`src/hdl/irc_pkg.sv`:
```
// Constants, carrier types and rule overview for the interrupt and reset block
// Overview of operation
// - Divide error takes vector 0, bad opcode 6, coprocessor absent 7.
// - Overflow trap takes vector 4; return address is past the instruction.
// - Coprocessor error raises vector 16 on coprocessor or wait instruction.
// - Exception returns to the faulting instruction and its prefixes.
// - Entry pushes flags, code segment, pointer; loads handler from table.
// - Table holds 256 handlers indexed by 8-bit vector; software reaches all.
// - Vectors 0 to 31 reserved for the core; 32 to 255 user.
// - Maskable request needs the enable flag; controller returns 8-bit vector.
// - Entry clears enable flag after saving flags; return restores saved flags.
// - Non-maskable request beats maskable, uses vector 2, no acknowledge sequence.
// - NMI handler blocks NMI, maskable and segment overrun until return.
// - NMI during NMI service is latched until the next return.
// - Trap flag set: vector 1 after next instruction; entry clears the flag.
// - Priority: exception, step, NMI, segment overrun, maskable, software interrupt.
// - Further enabled requests enter before the handler's first instruction.
// - Reset input high stops all execution and bus activity.
// - After reset and a delay, execution starts at physical FFFFF0.
// - Reset loads flags 0002, state word and pointer FFF0, code F000, others 0000; the port register keeps its value on pin reset.
// - Port address is zero-extended 8-bit immediate or 16-bit port register.
// - Halt resumes on NMI, enabled maskable request or reset; saves next address.
package irc_pkg;
    localparam logic [7:0]  VEC_DIV     = 8'h00;
    localparam logic [7:0]  VEC_STEP    = 8'h01;
    localparam logic [7:0]  VEC_NMI     = 8'h02;
    localparam logic [7:0]  VEC_INTO    = 8'h04;
    localparam logic [7:0]  VEC_BADOP   = 8'h06;
    localparam logic [7:0]  VEC_CPNA    = 8'h07;
    localparam logic [7:0]  VEC_CPSO    = 8'h09;
    localparam logic [7:0]  VEC_CPERR   = 8'h10;
    localparam logic [7:0]  VEC_USER_LO = 8'h20;
    localparam logic [15:0] FLAGS_RST   = 16'h0002;
    localparam logic [15:0] MSW_RST     = 16'hFFF0;
    localparam logic [15:0] IP_RST      = 16'hFFF0;
    localparam logic [15:0] CS_RST      = 16'hF000;
    localparam logic [15:0] SEG_RST     = 16'h0000;
    localparam logic [3:0]  HI_NIB_RST  = 4'hF;
    localparam int          FLAG_TF     = 8;
    localparam int          FLAG_IF     = 9;
    localparam int          MSW_MP      = 1;
    localparam int          MSW_EM      = 2;
    localparam int          MSW_TS      = 3;
    localparam int          CLK_MHZ     = 200;
    localparam int          RST_DLY_NS  = 250;
    localparam int          RST_DLY_CYC = (RST_DLY_NS * CLK_MHZ + 999) / 1000;
    localparam logic [7:0]  OFF_FLAGS   = 8'h00;
    localparam logic [7:0]  OFF_MSW     = 8'h04;
    localparam logic [7:0]  OFF_IP      = 8'h08;
    localparam logic [7:0]  OFF_CS      = 8'h0C;
    localparam logic [7:0]  OFF_DS      = 8'h10;
    localparam logic [7:0]  OFF_ES      = 8'h14;
    localparam logic [7:0]  OFF_SS      = 8'h18;
    localparam logic [7:0]  OFF_PORT    = 8'h1C;
    localparam logic [7:0]  OFF_STATUS  = 8'h20;
    localparam logic [7:0]  OFF_IOADDR  = 8'h24;
    localparam logic [7:0]  OFF_FETCH   = 8'h28;

    typedef enum logic [3:0] {
        EV_NORMAL, EV_DIV, EV_BADOP, EV_ESC, EV_WAIT, EV_INTO, EV_INT, EV_INTERRUPT_RETURN, EV_HALT
    } ev_kind_t;

    typedef struct packed {
        logic        valid;
        ev_kind_t    kind;
        logic [7:0]  vec;
        logic [15:0] cur_ip;
        logic [15:0] next_ip;
        logic [15:0] pop_cs;
        logic [15:0] pop_flags;
    } core_evt_t;

    typedef struct packed {
        logic        valid;
        logic        use_reg;
        logic [7:0]  imm;
    } io_req_t;
endpackage : irc_pkg

```
`src/hdl/cpu_interrupt_reset_control.sv`:
```
// Interrupt, exception and reset sequencer with AHB-Lite register access
`timescale 1ns/100ps
module cpu_interrupt_reset_control #(
    parameter int RST_DELAY = irc_pkg::RST_DLY_CYC
) (
    input  wire logic              hclk,            // Clock
    input  wire logic              hresetn,         // Async reset, active low
    input  wire logic              hsel,            // AHB select
    input  wire logic [31:0]       haddr,           // AHB address
    input  wire logic [1:0]        htrans,          // AHB transfer type
    input  wire logic              hwrite,          // AHB write
    input  wire logic [2:0]        hsize,           // AHB size
    input  wire logic [31:0]       hwdata,          // AHB write data
    input  wire logic              hready,          // AHB ready in
    output logic                   hreadyout,       // AHB ready out
    output logic [31:0]            hrdata,          // AHB read data
    output logic                   hresp,           // AHB response
    input  wire logic              cpu_reset_in,    // Reset pin, active high
    input  wire logic              nmi_in,          // Non-maskable request pin
    input  wire logic              maskable_irq_in, // Maskable request pin
    input  wire logic              coproc_err_in,   // Coprocessor error pin
    input  wire irc_pkg::core_evt_t evt,            // Instruction boundary event
    input  wire logic              cpso_evt,        // Coprocessor segment overrun pulse
    input  wire irc_pkg::io_req_t  io_req,          // Port address request
    output logic                   inta_req,        // Acknowledge sequence request
    input  wire logic              inta_ack,        // Acknowledge complete
    input  wire logic [7:0]        inta_vec,        // Vector from controller
    output logic                   push_valid,      // Stack push request
    output logic [15:0]            push_data,       // Word to push
    input  wire logic              push_ready,      // Push accepted
    output logic                   tbl_req,         // Table read request
    output logic [9:0]             tbl_addr,        // Table byte address
    input  wire logic              tbl_ack,         // Table read done
    input  wire logic [31:0]       tbl_data,        // Segment and offset
    output logic                   run_ok,          // Core may execute
    output logic                   bus_en,          // Core may use the bus
    output logic [23:0]            fetch_addr,      // Next fetch address
    output logic [15:0]            io_addr          // Formed port address
);
    typedef enum logic [3:0] {
        S_RESET, S_INIT, S_RUN, S_HALT, S_CHECK, S_ACK, S_PUSHF, S_PUSHC, S_PUSHI, S_TBL
    } phase_t;

    typedef struct packed {
        phase_t      phase;
        logic [15:0] cnt;
        logic [15:0] flags;
        logic [15:0] machine_state_word;
        logic [15:0] ip;
        logic [15:0] cs;
        logic [15:0] ds;
        logic [15:0] es;
        logic [15:0] ss;
        logic [15:0] port;
        logic [3:0]  hi_nib;
        logic [7:0]  vec;
        logic [7:0]  last_vec;
        logic        exc_pend;
        logic [7:0]  exc_vec;
        logic        step_pend;
        logic        int_pend;
        logic [7:0]  int_vec;
        logic        nmi_pend;
        logic        nmi_active;
        logic        nmi_prev;
        logic        so_pend;
        logic [15:0] push_data;
        logic [9:0]  tbl_addr;
        logic [15:0] io_addr;
        logic [23:0] fetch;
        logic        dp_wr;
        logic [7:0]  dp_addr;
        logic [31:0] rdata;
    } st_t;

    st_t        r;
    st_t        n;
    logic [3:0] pins_s;
    logic       rst_s;
    logic       nmi_s;
    logic       irq_s;
    logic       cperr_s;

    generate
        if (RST_DELAY < 1 || RST_DELAY > 65535) begin : g_chk
            $error("RST_DELAY must lie in 1..65535");
        end
    endgenerate

    sync_two #(
        .W (4)
    ) u_sync (
        .hclk    (hclk),
        .hresetn (hresetn),
        .d       ({cpu_reset_in, nmi_in, maskable_irq_in, coproc_err_in}),
        .q       (pins_s)
    );
    assign {rst_s, nmi_s, irq_s, cperr_s} = pins_s;

    // Writable registers
    function automatic logic is_rw(input logic [7:0] a);
        is_rw = (a == irc_pkg::OFF_FLAGS) || (a == irc_pkg::OFF_MSW) ||
                (a == irc_pkg::OFF_IP)    || (a == irc_pkg::OFF_CS)  ||
                (a == irc_pkg::OFF_DS)    || (a == irc_pkg::OFF_ES)  ||
                (a == irc_pkg::OFF_SS)    || (a == irc_pkg::OFF_PORT);
    endfunction : is_rw

    function automatic logic [31:0] rd_mux(input st_t s, input logic [7:0] a);
        case (a)
            irc_pkg::OFF_FLAGS:  rd_mux = {16'h0000, s.flags};
            irc_pkg::OFF_MSW:    rd_mux = {16'h0000, s.machine_state_word};
            irc_pkg::OFF_IP:     rd_mux = {16'h0000, s.ip};
            irc_pkg::OFF_CS:     rd_mux = {16'h0000, s.cs};
            irc_pkg::OFF_DS:     rd_mux = {16'h0000, s.ds};
            irc_pkg::OFF_ES:     rd_mux = {16'h0000, s.es};
            irc_pkg::OFF_SS:     rd_mux = {16'h0000, s.ss};
            irc_pkg::OFF_PORT:   rd_mux = {16'h0000, s.port};
            irc_pkg::OFF_STATUS: rd_mux = {8'h00, s.last_vec, 6'h00, s.so_pend, s.int_pend,
                                           s.exc_pend, s.step_pend, s.nmi_pend, s.nmi_active,
                                           4'(s.phase)};
            irc_pkg::OFF_IOADDR: rd_mux = {16'h0000, s.io_addr};
            irc_pkg::OFF_FETCH:  rd_mux = {8'h00, s.fetch};
            default:             rd_mux = 32'h0000_0000;
        endcase
    endfunction : rd_mux

    // Pin reset state; bus-side fields are kept
    function automatic st_t apply_reset(input st_t s);
        st_t t;
        t            = s;
        t.phase      = S_RESET;
        t.cnt        = 16'h0000;
        t.flags      = irc_pkg::FLAGS_RST;
        t.machine_state_word        = irc_pkg::MSW_RST;
        t.ip         = irc_pkg::IP_RST;
        t.cs         = irc_pkg::CS_RST;
        t.ds         = irc_pkg::SEG_RST;
        t.es         = irc_pkg::SEG_RST;
        t.ss         = irc_pkg::SEG_RST;
        t.hi_nib     = irc_pkg::HI_NIB_RST;
        t.exc_pend   = 1'b0;
        t.step_pend  = 1'b0;
        t.int_pend   = 1'b0;
        t.nmi_pend   = 1'b0;
        t.nmi_active = 1'b0;
        t.so_pend    = 1'b0;
        t.fetch      = {irc_pkg::HI_NIB_RST, 20'({irc_pkg::CS_RST, 4'h0} +
                        {4'h0, irc_pkg::IP_RST})};
        return t;
    endfunction : apply_reset

    always_comb begin
        logic        hw_ok;
        logic        nmi_rise;
        logic        enter;
        logic        fault;
        logic [7:0]  fvec;
        n        = r;
        hw_ok    = !r.nmi_active;
        nmi_rise = nmi_s && !r.nmi_prev;
        enter    = 1'b0;
        fault    = 1'b0;
        fvec     = irc_pkg::VEC_DIV;
        n.nmi_prev = nmi_s;

        // Read data captured here so it leaves a flop
        n.dp_wr = 1'b0;
        if (hsel && htrans[1] && hready) begin
            n.dp_wr   = hwrite;
            n.dp_addr = haddr[7:0];
            if (!hwrite) begin
                // Forward a pending write, else the read is stale
                if (r.dp_wr && r.dp_addr == haddr[7:0] && is_rw(haddr[7:0])) begin
                    n.rdata = {16'h0000, hwdata[15:0]};
                end else begin
                    n.rdata = rd_mux(r, haddr[7:0]);
                end
            end
        end
        if (r.dp_wr) begin
            case (r.dp_addr)
                irc_pkg::OFF_FLAGS: n.flags = hwdata[15:0];
                irc_pkg::OFF_MSW:   n.machine_state_word   = hwdata[15:0];
                irc_pkg::OFF_IP:    n.ip    = hwdata[15:0];
                irc_pkg::OFF_CS:    n.cs    = hwdata[15:0];
                irc_pkg::OFF_DS:    n.ds    = hwdata[15:0];
                irc_pkg::OFF_ES:    n.es    = hwdata[15:0];
                irc_pkg::OFF_SS:    n.ss    = hwdata[15:0];
                irc_pkg::OFF_PORT:  n.port  = hwdata[15:0];
                default: ;
            endcase
        end

        if (io_req.valid && r.phase == S_RUN) begin
            n.io_addr = io_req.use_reg ? r.port : {8'h00, io_req.imm};
        end

        unique case (r.phase)
            S_RESET: begin
                n.phase = S_INIT;
            end
            S_INIT: begin
                n.cnt = r.cnt + 16'h0001;
                if (r.cnt == 16'(RST_DELAY - 1)) begin
                    n.phase = S_RUN;
                end
            end
            S_RUN: begin
                if (evt.valid) begin
                    n.ip = evt.next_ip;
                    case (evt.kind)
                        irc_pkg::EV_DIV: begin
                            fault = 1'b1;
                            fvec  = irc_pkg::VEC_DIV;
                        end
                        irc_pkg::EV_BADOP: begin
                            fault = 1'b1;
                            fvec  = irc_pkg::VEC_BADOP;
                        end
                        irc_pkg::EV_ESC: begin
                            if (r.machine_state_word[irc_pkg::MSW_EM] || r.machine_state_word[irc_pkg::MSW_TS]) begin
                                fault = 1'b1;
                                fvec  = irc_pkg::VEC_CPNA;
                            end else if (cperr_s) begin
                                fault = 1'b1;
                                fvec  = irc_pkg::VEC_CPERR;
                            end
                        end
                        irc_pkg::EV_WAIT: begin
                            if (r.machine_state_word[irc_pkg::MSW_MP] && r.machine_state_word[irc_pkg::MSW_TS]) begin
                                fault = 1'b1;
                                fvec  = irc_pkg::VEC_CPNA;
                            end else if (cperr_s) begin
                                fault = 1'b1;
                                fvec  = irc_pkg::VEC_CPERR;
                            end
                        end
                        irc_pkg::EV_INTO: begin
                            // Trap after completion; pointer stays past it
                            n.exc_pend = 1'b1;
                            n.exc_vec  = irc_pkg::VEC_INTO;
                        end
                        irc_pkg::EV_INT: begin
                            n.int_pend = 1'b1;
                            n.int_vec  = evt.vec;
                        end
                        irc_pkg::EV_INTERRUPT_RETURN: begin
                            n.flags      = evt.pop_flags;
                            n.cs         = evt.pop_cs;
                            n.nmi_active = 1'b0;
                        end
                        default: ;
                    endcase
                    if (fault) begin
                        n.exc_pend = 1'b1;
                        n.exc_vec  = fvec;
                        n.ip       = evt.cur_ip;
                    end
                    // Trap flag as it stood before the instruction
                    n.step_pend = r.step_pend || (r.flags[irc_pkg::FLAG_TF] && !fault);
                    if (evt.kind == irc_pkg::EV_HALT && !n.step_pend) begin
                        n.phase = S_HALT;
                    end else begin
                        n.phase = S_CHECK;
                    end
                end
            end
            S_HALT: begin
                if ((r.nmi_pend && hw_ok) || (irq_s && r.flags[irc_pkg::FLAG_IF] && hw_ok)) begin
                    n.phase = S_CHECK;
                end
            end
            S_CHECK: begin
                enter = 1'b1;
                if (r.exc_pend) begin
                    n.vec      = r.exc_vec;
                    n.exc_pend = 1'b0;
                end else if (r.step_pend) begin
                    n.vec       = irc_pkg::VEC_STEP;
                    n.step_pend = 1'b0;
                end else if (r.nmi_pend && hw_ok) begin
                    n.vec        = irc_pkg::VEC_NMI;
                    n.nmi_pend   = 1'b0;
                    n.nmi_active = 1'b1;
                end else if (r.so_pend && hw_ok) begin
                    n.vec     = irc_pkg::VEC_CPSO;
                    n.so_pend = 1'b0;
                end else if (irq_s && r.flags[irc_pkg::FLAG_IF] && hw_ok) begin
                    enter   = 1'b0;
                    n.phase = S_ACK;
                end else if (r.int_pend) begin
                    n.vec      = r.int_vec;
                    n.int_pend = 1'b0;
                end else begin
                    enter   = 1'b0;
                    n.phase = S_RUN;
                end
            end
            S_ACK: begin
                if (inta_ack) begin
                    n.vec = inta_vec;
                    enter = 1'b1;
                end
            end
            S_PUSHF: begin
                if (push_ready) begin
                    n.push_data = r.cs;
                    n.phase     = S_PUSHC;
                end
            end
            S_PUSHC: begin
                if (push_ready) begin
                    n.push_data = r.ip;
                    n.phase     = S_PUSHI;
                end
            end
            S_PUSHI: begin
                if (push_ready) begin
                    n.tbl_addr = {r.vec, 2'b00};
                    n.phase    = S_TBL;
                end
            end
            S_TBL: begin
                if (tbl_ack) begin
                    n.ip       = tbl_data[15:0];
                    n.cs       = tbl_data[31:16];
                    n.hi_nib   = 4'h0;
                    n.last_vec = r.vec;
                    // Recheck so nested requests enter first
                    n.phase    = S_CHECK;
                end
            end
        endcase

        if (enter) begin
            n.push_data = r.flags;
            n.flags[irc_pkg::FLAG_IF] = 1'b0;
            n.flags[irc_pkg::FLAG_TF] = 1'b0;
            n.phase = S_PUSHF;
        end

        // Sets after clears, so sets win
        if (nmi_rise) begin
            n.nmi_pend = 1'b1;
        end
        if (cpso_evt) begin
            n.so_pend = 1'b1;
        end

        if (rst_s) begin
            n = apply_reset(n);
        end
        n.fetch = {n.hi_nib, 20'({n.cs, 4'h0} + {4'h0, n.ip})};
    end

    always_ff @(posedge hclk or negedge hresetn) begin
        if (!hresetn) begin
            r <= apply_reset('0);
        end else begin
            r <= n;
        end
    end

    assign hreadyout  = 1'b1;
    assign hresp      = 1'b0;
    assign hrdata     = r.rdata;
    assign inta_req   = (r.phase == S_ACK);
    assign push_valid = (r.phase == S_PUSHF) || (r.phase == S_PUSHC) || (r.phase == S_PUSHI);
    assign push_data  = r.push_data;
    assign tbl_req    = (r.phase == S_TBL);
    assign tbl_addr   = r.tbl_addr;
    assign run_ok     = (r.phase == S_RUN);
    assign bus_en     = (r.phase != S_RESET) && (r.phase != S_INIT) && (r.phase != S_HALT);
    assign fetch_addr = r.fetch;
    assign io_addr    = r.io_addr;
endmodule : cpu_interrupt_reset_control

```
`src/hdl/sync_two.sv`:
```
// Two-stage synchroniser for asynchronous pin inputs
`timescale 1ns/100ps
module sync_two #(
    parameter int W = 1
) (
    input  wire logic         hclk,    // Clock
    input  wire logic         hresetn, // Async reset, active low
    input  wire logic [W-1:0] d,       // Pin levels
    output logic      [W-1:0] q        // Synchronised levels
);
    typedef struct packed {
        logic [W-1:0] s1;
        logic [W-1:0] s2;
    } sync_st_t;

    sync_st_t r;
    sync_st_t n;

    generate
        if (W < 1) begin : g_chk
            $error("sync_two width must be at least one");
        end
    endgenerate

    always_comb begin
        n    = r;
        n.s1 = d;
        n.s2 = r.s1;
    end

    always_ff @(posedge hclk or negedge hresetn) begin
        if (!hresetn) begin
            r <= '0;
        end else begin
            r <= n;
        end
    end

    assign q = r.s2;
endmodule : sync_two

```
`config.mk`:
```
export PLATFORM = sky130hd
export DESIGN_NAME = cpu_interrupt_reset_control
export DESIGN_NICKNAME = d
export VERILOG_FILES = /design/src/hdl/irc_pkg.sv /design/src/hdl/cpu_interrupt_reset_control.sv /design/src/hdl/sync_two.sv
export SDC_FILE = /design/constraint.sdc
export NUM_CORES = 1
export LEC_CHECK = 0
export BUFFER_PORTS_ARGS = -buffer_cell sky130_fd_sc_hd__buf_2
export CORE_MARGIN = 2
export CORE_UTILIZATION = 50
export DETAILED_ROUTE_END_ITERATION = 8
export GPL_ROUTABILITY_DRIVEN = 0
export PLACE_DENSITY_LB_ADDON = 0.12
export SLEW_MARGIN = 0
export SYNTH_ARGS = -nofsm -noshare
export SYNTH_HDL_FRONTEND = slang
export SYNTH_SLANG_ARGS = --single-unit
```
`constraint.sdc`:
```
create_clock -name hclk -period 11.52 [get_ports hclk]
set_input_delay 2.304 -clock hclk [delete_from_list [all_inputs] [get_ports hclk]]
set_output_delay 2.304 -clock hclk [all_outputs]
set_load 0.005 [all_outputs]
```
==> results.yml, run 1 <==
route:
  first_pass_iters: 6
  drc: 0
  vias: 13300
  wl_um: 53500
  drtAntennaViolNets: 0
  via_per_inst: 6.23
  routedWlPerCell_um: 25.0
  drt-initial-drc-count: 1549
timing:
  fmax_ghz: 0.175
  fin_crit_sh: 0.495
  finalWorstSetupSlack_ps: 5820
  finalMaxSlewViolations: 0
  setup_viol: 0
  hold_viol: 0
  tns_ps: 0
  worst_pin_slew_ps: 1180
  rsz0062_at_grt: "no"
  fin_crit_ps: 5700
  fin_skew_ps: 15.5
  slew_headroom: 0.212
critical_path:
  endpoint_kind: "flip-flop"
  critPathMaxFanout: 17
  required_ps: 12010
  worst_ep_arrival_time_ps: 6190
  startpoint_type: "input port"
  worst-setup-path-type: "input port to flip-flop"
place:
  dpl_worst_slack_ps: 5350
  numPortBuffers: 257
  hpwl_um: 38200
clock_tree:
  cts_resized: 0
  numClockSinks: 281
  clk_path_buf_depth: 3
  numCtsBuffers: 30
  h-tree-depth: 1
  cts_tree: "done"
  clk_latency_ps: 570
  post_cts_buffers: 0
  path_clk_slew_ps: 60
  postCtsHoldBufs: 0
  cts-root-buf: "clkbuf_16"
logic_synthesis:
  ys.flop_type: "dfrtp_1"
  synth_cell_types: 81
  synth_top_area_share: 0.370
  syn_area_per_cell_sq_um: 9.81
  synth-async-reset-ratio: 1.00
  yosysWarnings: 0
  syn_inst: 1619
  synth_edf_count: 0
  netlist_top_cells_area: "dfrtp_1 (37%), mux2i_1 (9.3%), dfstp_2 (7.6%), buf_4 (4.8%), nor2_1 (4.4%)"
  ys_ff_latch: 281
  synth_area_leader_cell: "dfrtp_1"
  synth-seq-area-share: 0.446
  netlist_area_sq_mm: 0.0159
global_routing:
  grt_busiest_layer: "met2"
  track_usage: 0.319
  grt_pass1_wl_um: 80000
  grt.overflow.total: 0
  grt_use_met2: 0.484
  antenna_found_initial: 1
  use_met1: 0.468
  met3_usage: 0.0517
  grt_max_degree: 88
  grt_pass1_vias: 12800
worst_hold_path:
  min_path_type: "flip-flop to flip-flop"
finish:
  multi_input_area_sq_mm: 0.00750
  syn2layout_area_growth_pct: 11.2
  nets: 1938
  layout-drive-gt1-share: 0.261
  final_common_cell: "buf_2"
  layout_common_cells: "buf_2 (256), dfrtp_1 (234), nor2_1 (187), mux2i_1 (147), nand2_1 (122)"
  antenna_cells: 0
  nFillCells: 2897
  seqCellArea_sq_mm: 0.00709
die:
  dieWidth_um: 182
  rows: 65
  coreArea_sq_mm: 0.0314
  start_util: 0.506
  ios: 314
  dieHeight_um: 182
  dieArea_sq_mm: 0.0332
power:
  power.leakage_uw: 0.00826
  total_power_uw: 2800
  cellPowerDensity_mw_per_mm2: 158
  ir_worst_vdd_v: 0.000118
status:
  outcome: "complete, no violations"
job:
  maxCapViolCount: 0
==> through the flow <==
stage	cell area, sq um	util	std cells	hold WS [ps]
floorplan	15900	-	1629	331
global placement	16600	0.529	2084	333
detailed placement	16600	0.529	2084	339
CTS	17700	0.563	2140	353
global route	17700	0.563	2140	359
finish	17700	0.563	2140	349
==> critical path: stages <==
cell       delay (ps)
buf_2             170
nor2_1            130
a41oi_1           230
a2bb2oi_1         180
o21a_1            220
buf_4             340
mux2i_1           310
o221ai_1          250
ha_1              460
a2111o_1          400
o211ai_1          100
a31oi_1           120
o41ai_1           640
nor2_1            120
xnor2_1           170
==> where the power goes <==
part	internal, uW	switching [uW]
combinational	215	315
sequential	1110	135
clock	620	408
==> registers in the layout, summed over array words and instances, names as in the netlist <==
signal,cells
push_data,16
fetch_addr,21
u_sync.q,4
u_sync.n,4
r,188
io_addr,16
tbl_addr,8
hrdata,24
==> final cells by class <==
cell class / instances / area share
multi-input combinational: 1103 / 0.425
tap: 402 / 0.0285
clock inverter: 10 / 0.00864
inverter: 23 / 0.00489
sequential: 281 / 0.402
clock buffer: 46 / 0.0505
timing repair buffer: 275 / 0.0811
==> metal layers <==
layer / vias to the layer above / wire length [um] / share of wire
li1: 5894 / - / -
met1: 6548 / 23500 / 0.44
met2: 769 / 23200 / 0.43
met3: 125 / 4710 / 0.088
met4: 2 / 2050 / 0.038
met5: - / 18 / 0.00034
==> cells by family after synthesis <==
| kind of cell | after synthesis | synth area share |
|---|---|---|
| compound gates | 371 | 0.158 |
| xor+xnor | 34 | 0.0187 |
| fa+ha+maj | 15 | 0.0123 |
| buf+inv | 245 | 0.0851 |
| flops | 281 | 0.446 |
| mux | 207 | 0.140 |
| other cells | 2 | 0.000473 |
| simple gates | 464 | 0.139 |
==> cell usage after synthesis, types with 22 or more instances <==
master	instances
a21oi_1	87
o21ai_0	83
buf_4	102
nor2_1	188
nand3_1	28
a22oi_1	23
dfstp_2	46
clkbuf_1	80
dfrtp_1	235
and3_1	23
mux2i_1	147
o22ai_1	23
mux2_2	53
nand2_1	122
inv_1	22
==> worst paths after layout <==
| check | from | endpoint | slack [ps] | depth (start not counted) |
|---|---|---|---|---|
| min | u_sync.n[3] | u_sync.q[3] | 350 | 0 |
| max in group asynchronous | hresetn | r[182] | 8270 | 2 |
| min in group asynchronous | hresetn | u_sync.q[3] | 1740 | 1 |
| max | evt[72] | fetch_addr[17] | 5820 | 15 |
| min reg2reg | u_sync.n[3] | u_sync.q[3] | 350 | 0 |
| max reg2reg | r[294] | fetch_addr[17] | 6740 | 14 |
No activity file was read; power rests on OpenSTA's default activity.
==> inputs of run 2 (changes only) <==
- clock period: 11.52 -> 4.8 ns (I/O delays scaled with it)
==> results.yml, run 2 (synthesis gave the netlist of run 1 again) <==
route:
  drtAntennaViolNets: 0
  first_pass_iters: 8
  wl_um: 54100
  drc: 0
  via_per_inst: 6.25
  routedWlPerCell_um: 25.1
  drt-initial-drc-count: 1556
  vias: 13500
critical_path:
  endpoint_kind: "flip-flop"
  path_buf_inv: 1
  reg2reg_depth: 14
  cp_slowest_stage_delay_ps: 500
  worst-setup-path-type: "flip-flop to flip-flop"
  critPathMaxFanout: 15
  r2r_end: "fetch_addr[19]"
  cp_common_cell: "nor2_1"
  crit_path_end: "fetch_addr[19]"
  timing.rr.start: "r[33]"
  crit_chain: "nor4_1, nand4_1, buf_4, mux2i_1, nor2_1, a221oi_1, nor2_1, ha_1, nand2_1, or3_1, a31oi_1, o41ai_1, nor4_2, xor2_1"
  required_ps: 5270
  path_depth: 14
  worst_ep_arrival_time_ps: 4760
  startpoint_type: "flip-flop"
  crit_slowest_cell: "nor4_1"
  rrSetupSlack_ps: 520
  cp-startpoint: "r[33]"
  path_delay_family: "simple AND/OR/NAND/NOR gates"
finish:
  nets: 1956
  syn2layout_area_growth_pct: 12.0
  layout-drive-gt1-share: 0.269
  final_common_cell: "buf_2"
  top_register: "r"
  nFillCells: 2855
  antenna_cells: 0
  seqCellArea_sq_mm: 0.00709
  multi_input_area_sq_mm: 0.00750
  fin_cells: 2158
  largest_reg_flops: 188
  layout_common_cells: "buf_2 (256), dfrtp_1 (234), nor2_1 (187), mux2i_1 (147), nand2_1 (122)"
  fin_util: 0.567
timing:
  tns_ps: 0
  hold_viol: 0
  finalMaxSlewViolations: 0
  slew_headroom: 0.167
  fin_crit_ps: 4280
  setup_viol: 0
  fin_crit_sh: 0.892
  rsz0062_at_grt: "no"
  fmax_ghz: 0.233
  fin_skew_ps: 13.4
  worst_pin_slew_ps: 1250
clock_tree:
  postCtsHoldBufs: 0
  clk_latency_ps: 570
  h-tree-depth: 1
  cts_tree: "done"
  cts-root-buf: "clkbuf_16"
  numClockSinks: 281
  post_cts_buffers: 0
  numCtsBuffers: 30
  path_clk_slew_ps: 60
  clk_path_buf_depth: 3
  cts_resized: 0
global_routing:
  grt_max_degree: 122
  grt_pass1_vias: 12900
  grt.overflow.total: 0
  grt_pass1_wl_um: 80500
  track_usage: 0.322
  antenna_found_initial: 0
die:
  coreArea_sq_mm: 0.0314
  start_util: 0.506
  dieArea_sq_mm: 0.0332
  ios: 314
  dieWidth_um: 182
  rows: 65
  dieHeight_um: 182
power:
  power.leakage_uw: 0.00835
  ir_worst_vdd_v: 0.000242
  cellPowerDensity_mw_per_mm2: 377
place:
  dp.cells: 2102
  hpwl_um: 39300
  numPortBuffers: 257
job:
  maxCapViolCount: 0
status:
  outcome: "complete, no violations"
worst_hold_path:
  min_path_type: "flip-flop to flip-flop"
run 2: worst min path at each step:
stage	from	end	depth (start not counted)
finish	u_sync.n[3]	u_sync.q[3]	0
detailed placement	u_sync.n[0]	u_sync.q[0]	0
global route	u_sync.n[0]	u_sync.q[0]	0
floorplan	u_sync.n[0]	u_sync.q[0]	0
global placement	u_sync.n[0]	u_sync.q[0]	0
CTS	u_sync.n[0]	u_sync.q[0]	0
run 2: report_power, final:
part | internal (uW) | switching (uW) | total (uW)
sequential | 2660 | 275 | 2930
clock | 1430 | 983 | 2410
combinational | 543 | 821 | 1360
total | 4630 | 2080 | 6700
run 2: worst register-to-register path, delay by kind of cell (launching register included):
family	cells	cell delay [ps]
AO/OA/AOI/OAI	3	750
XOR/XNOR	1	220
adder cells (fa/ha/maj)	1	360
buffers and inverters	1	370
flip-flops	1	400
multiplexers	1	250
AND/OR/NAND/NOR	7	1850
run 2: layer usage:
layer  vias up  global-route usage  wire length (um)
met5         -                   0                 0
met4         0               0.113              2150
met3       146              0.0569              5410
met2       817               0.489             23500
met1      6601               0.465             23100
li1       5929                   -                 -
run 2: through the flow:
step	total power [uW]	hold WS, ps	area (sq um)	setup slack (ps)
4_1_cts	6700	356	17800	685
2_1_floorplan	3810	331	15900	694
6_report	6700	350	17800	516
3_3_place_gp	4270	334	16800	282
5_1_grt	6980	365	17800	392
3_5_place_dp	4300	341	16800	209
run 2: layout make-up:
class	count	area share
clock inverter	8	0.00556
inverter	23	0.00485
multi-input combinational	1103	0.422
timing repair buffer	293	0.0888
clock buffer	48	0.0523
tap	402	0.0283
sequential	281	0.399
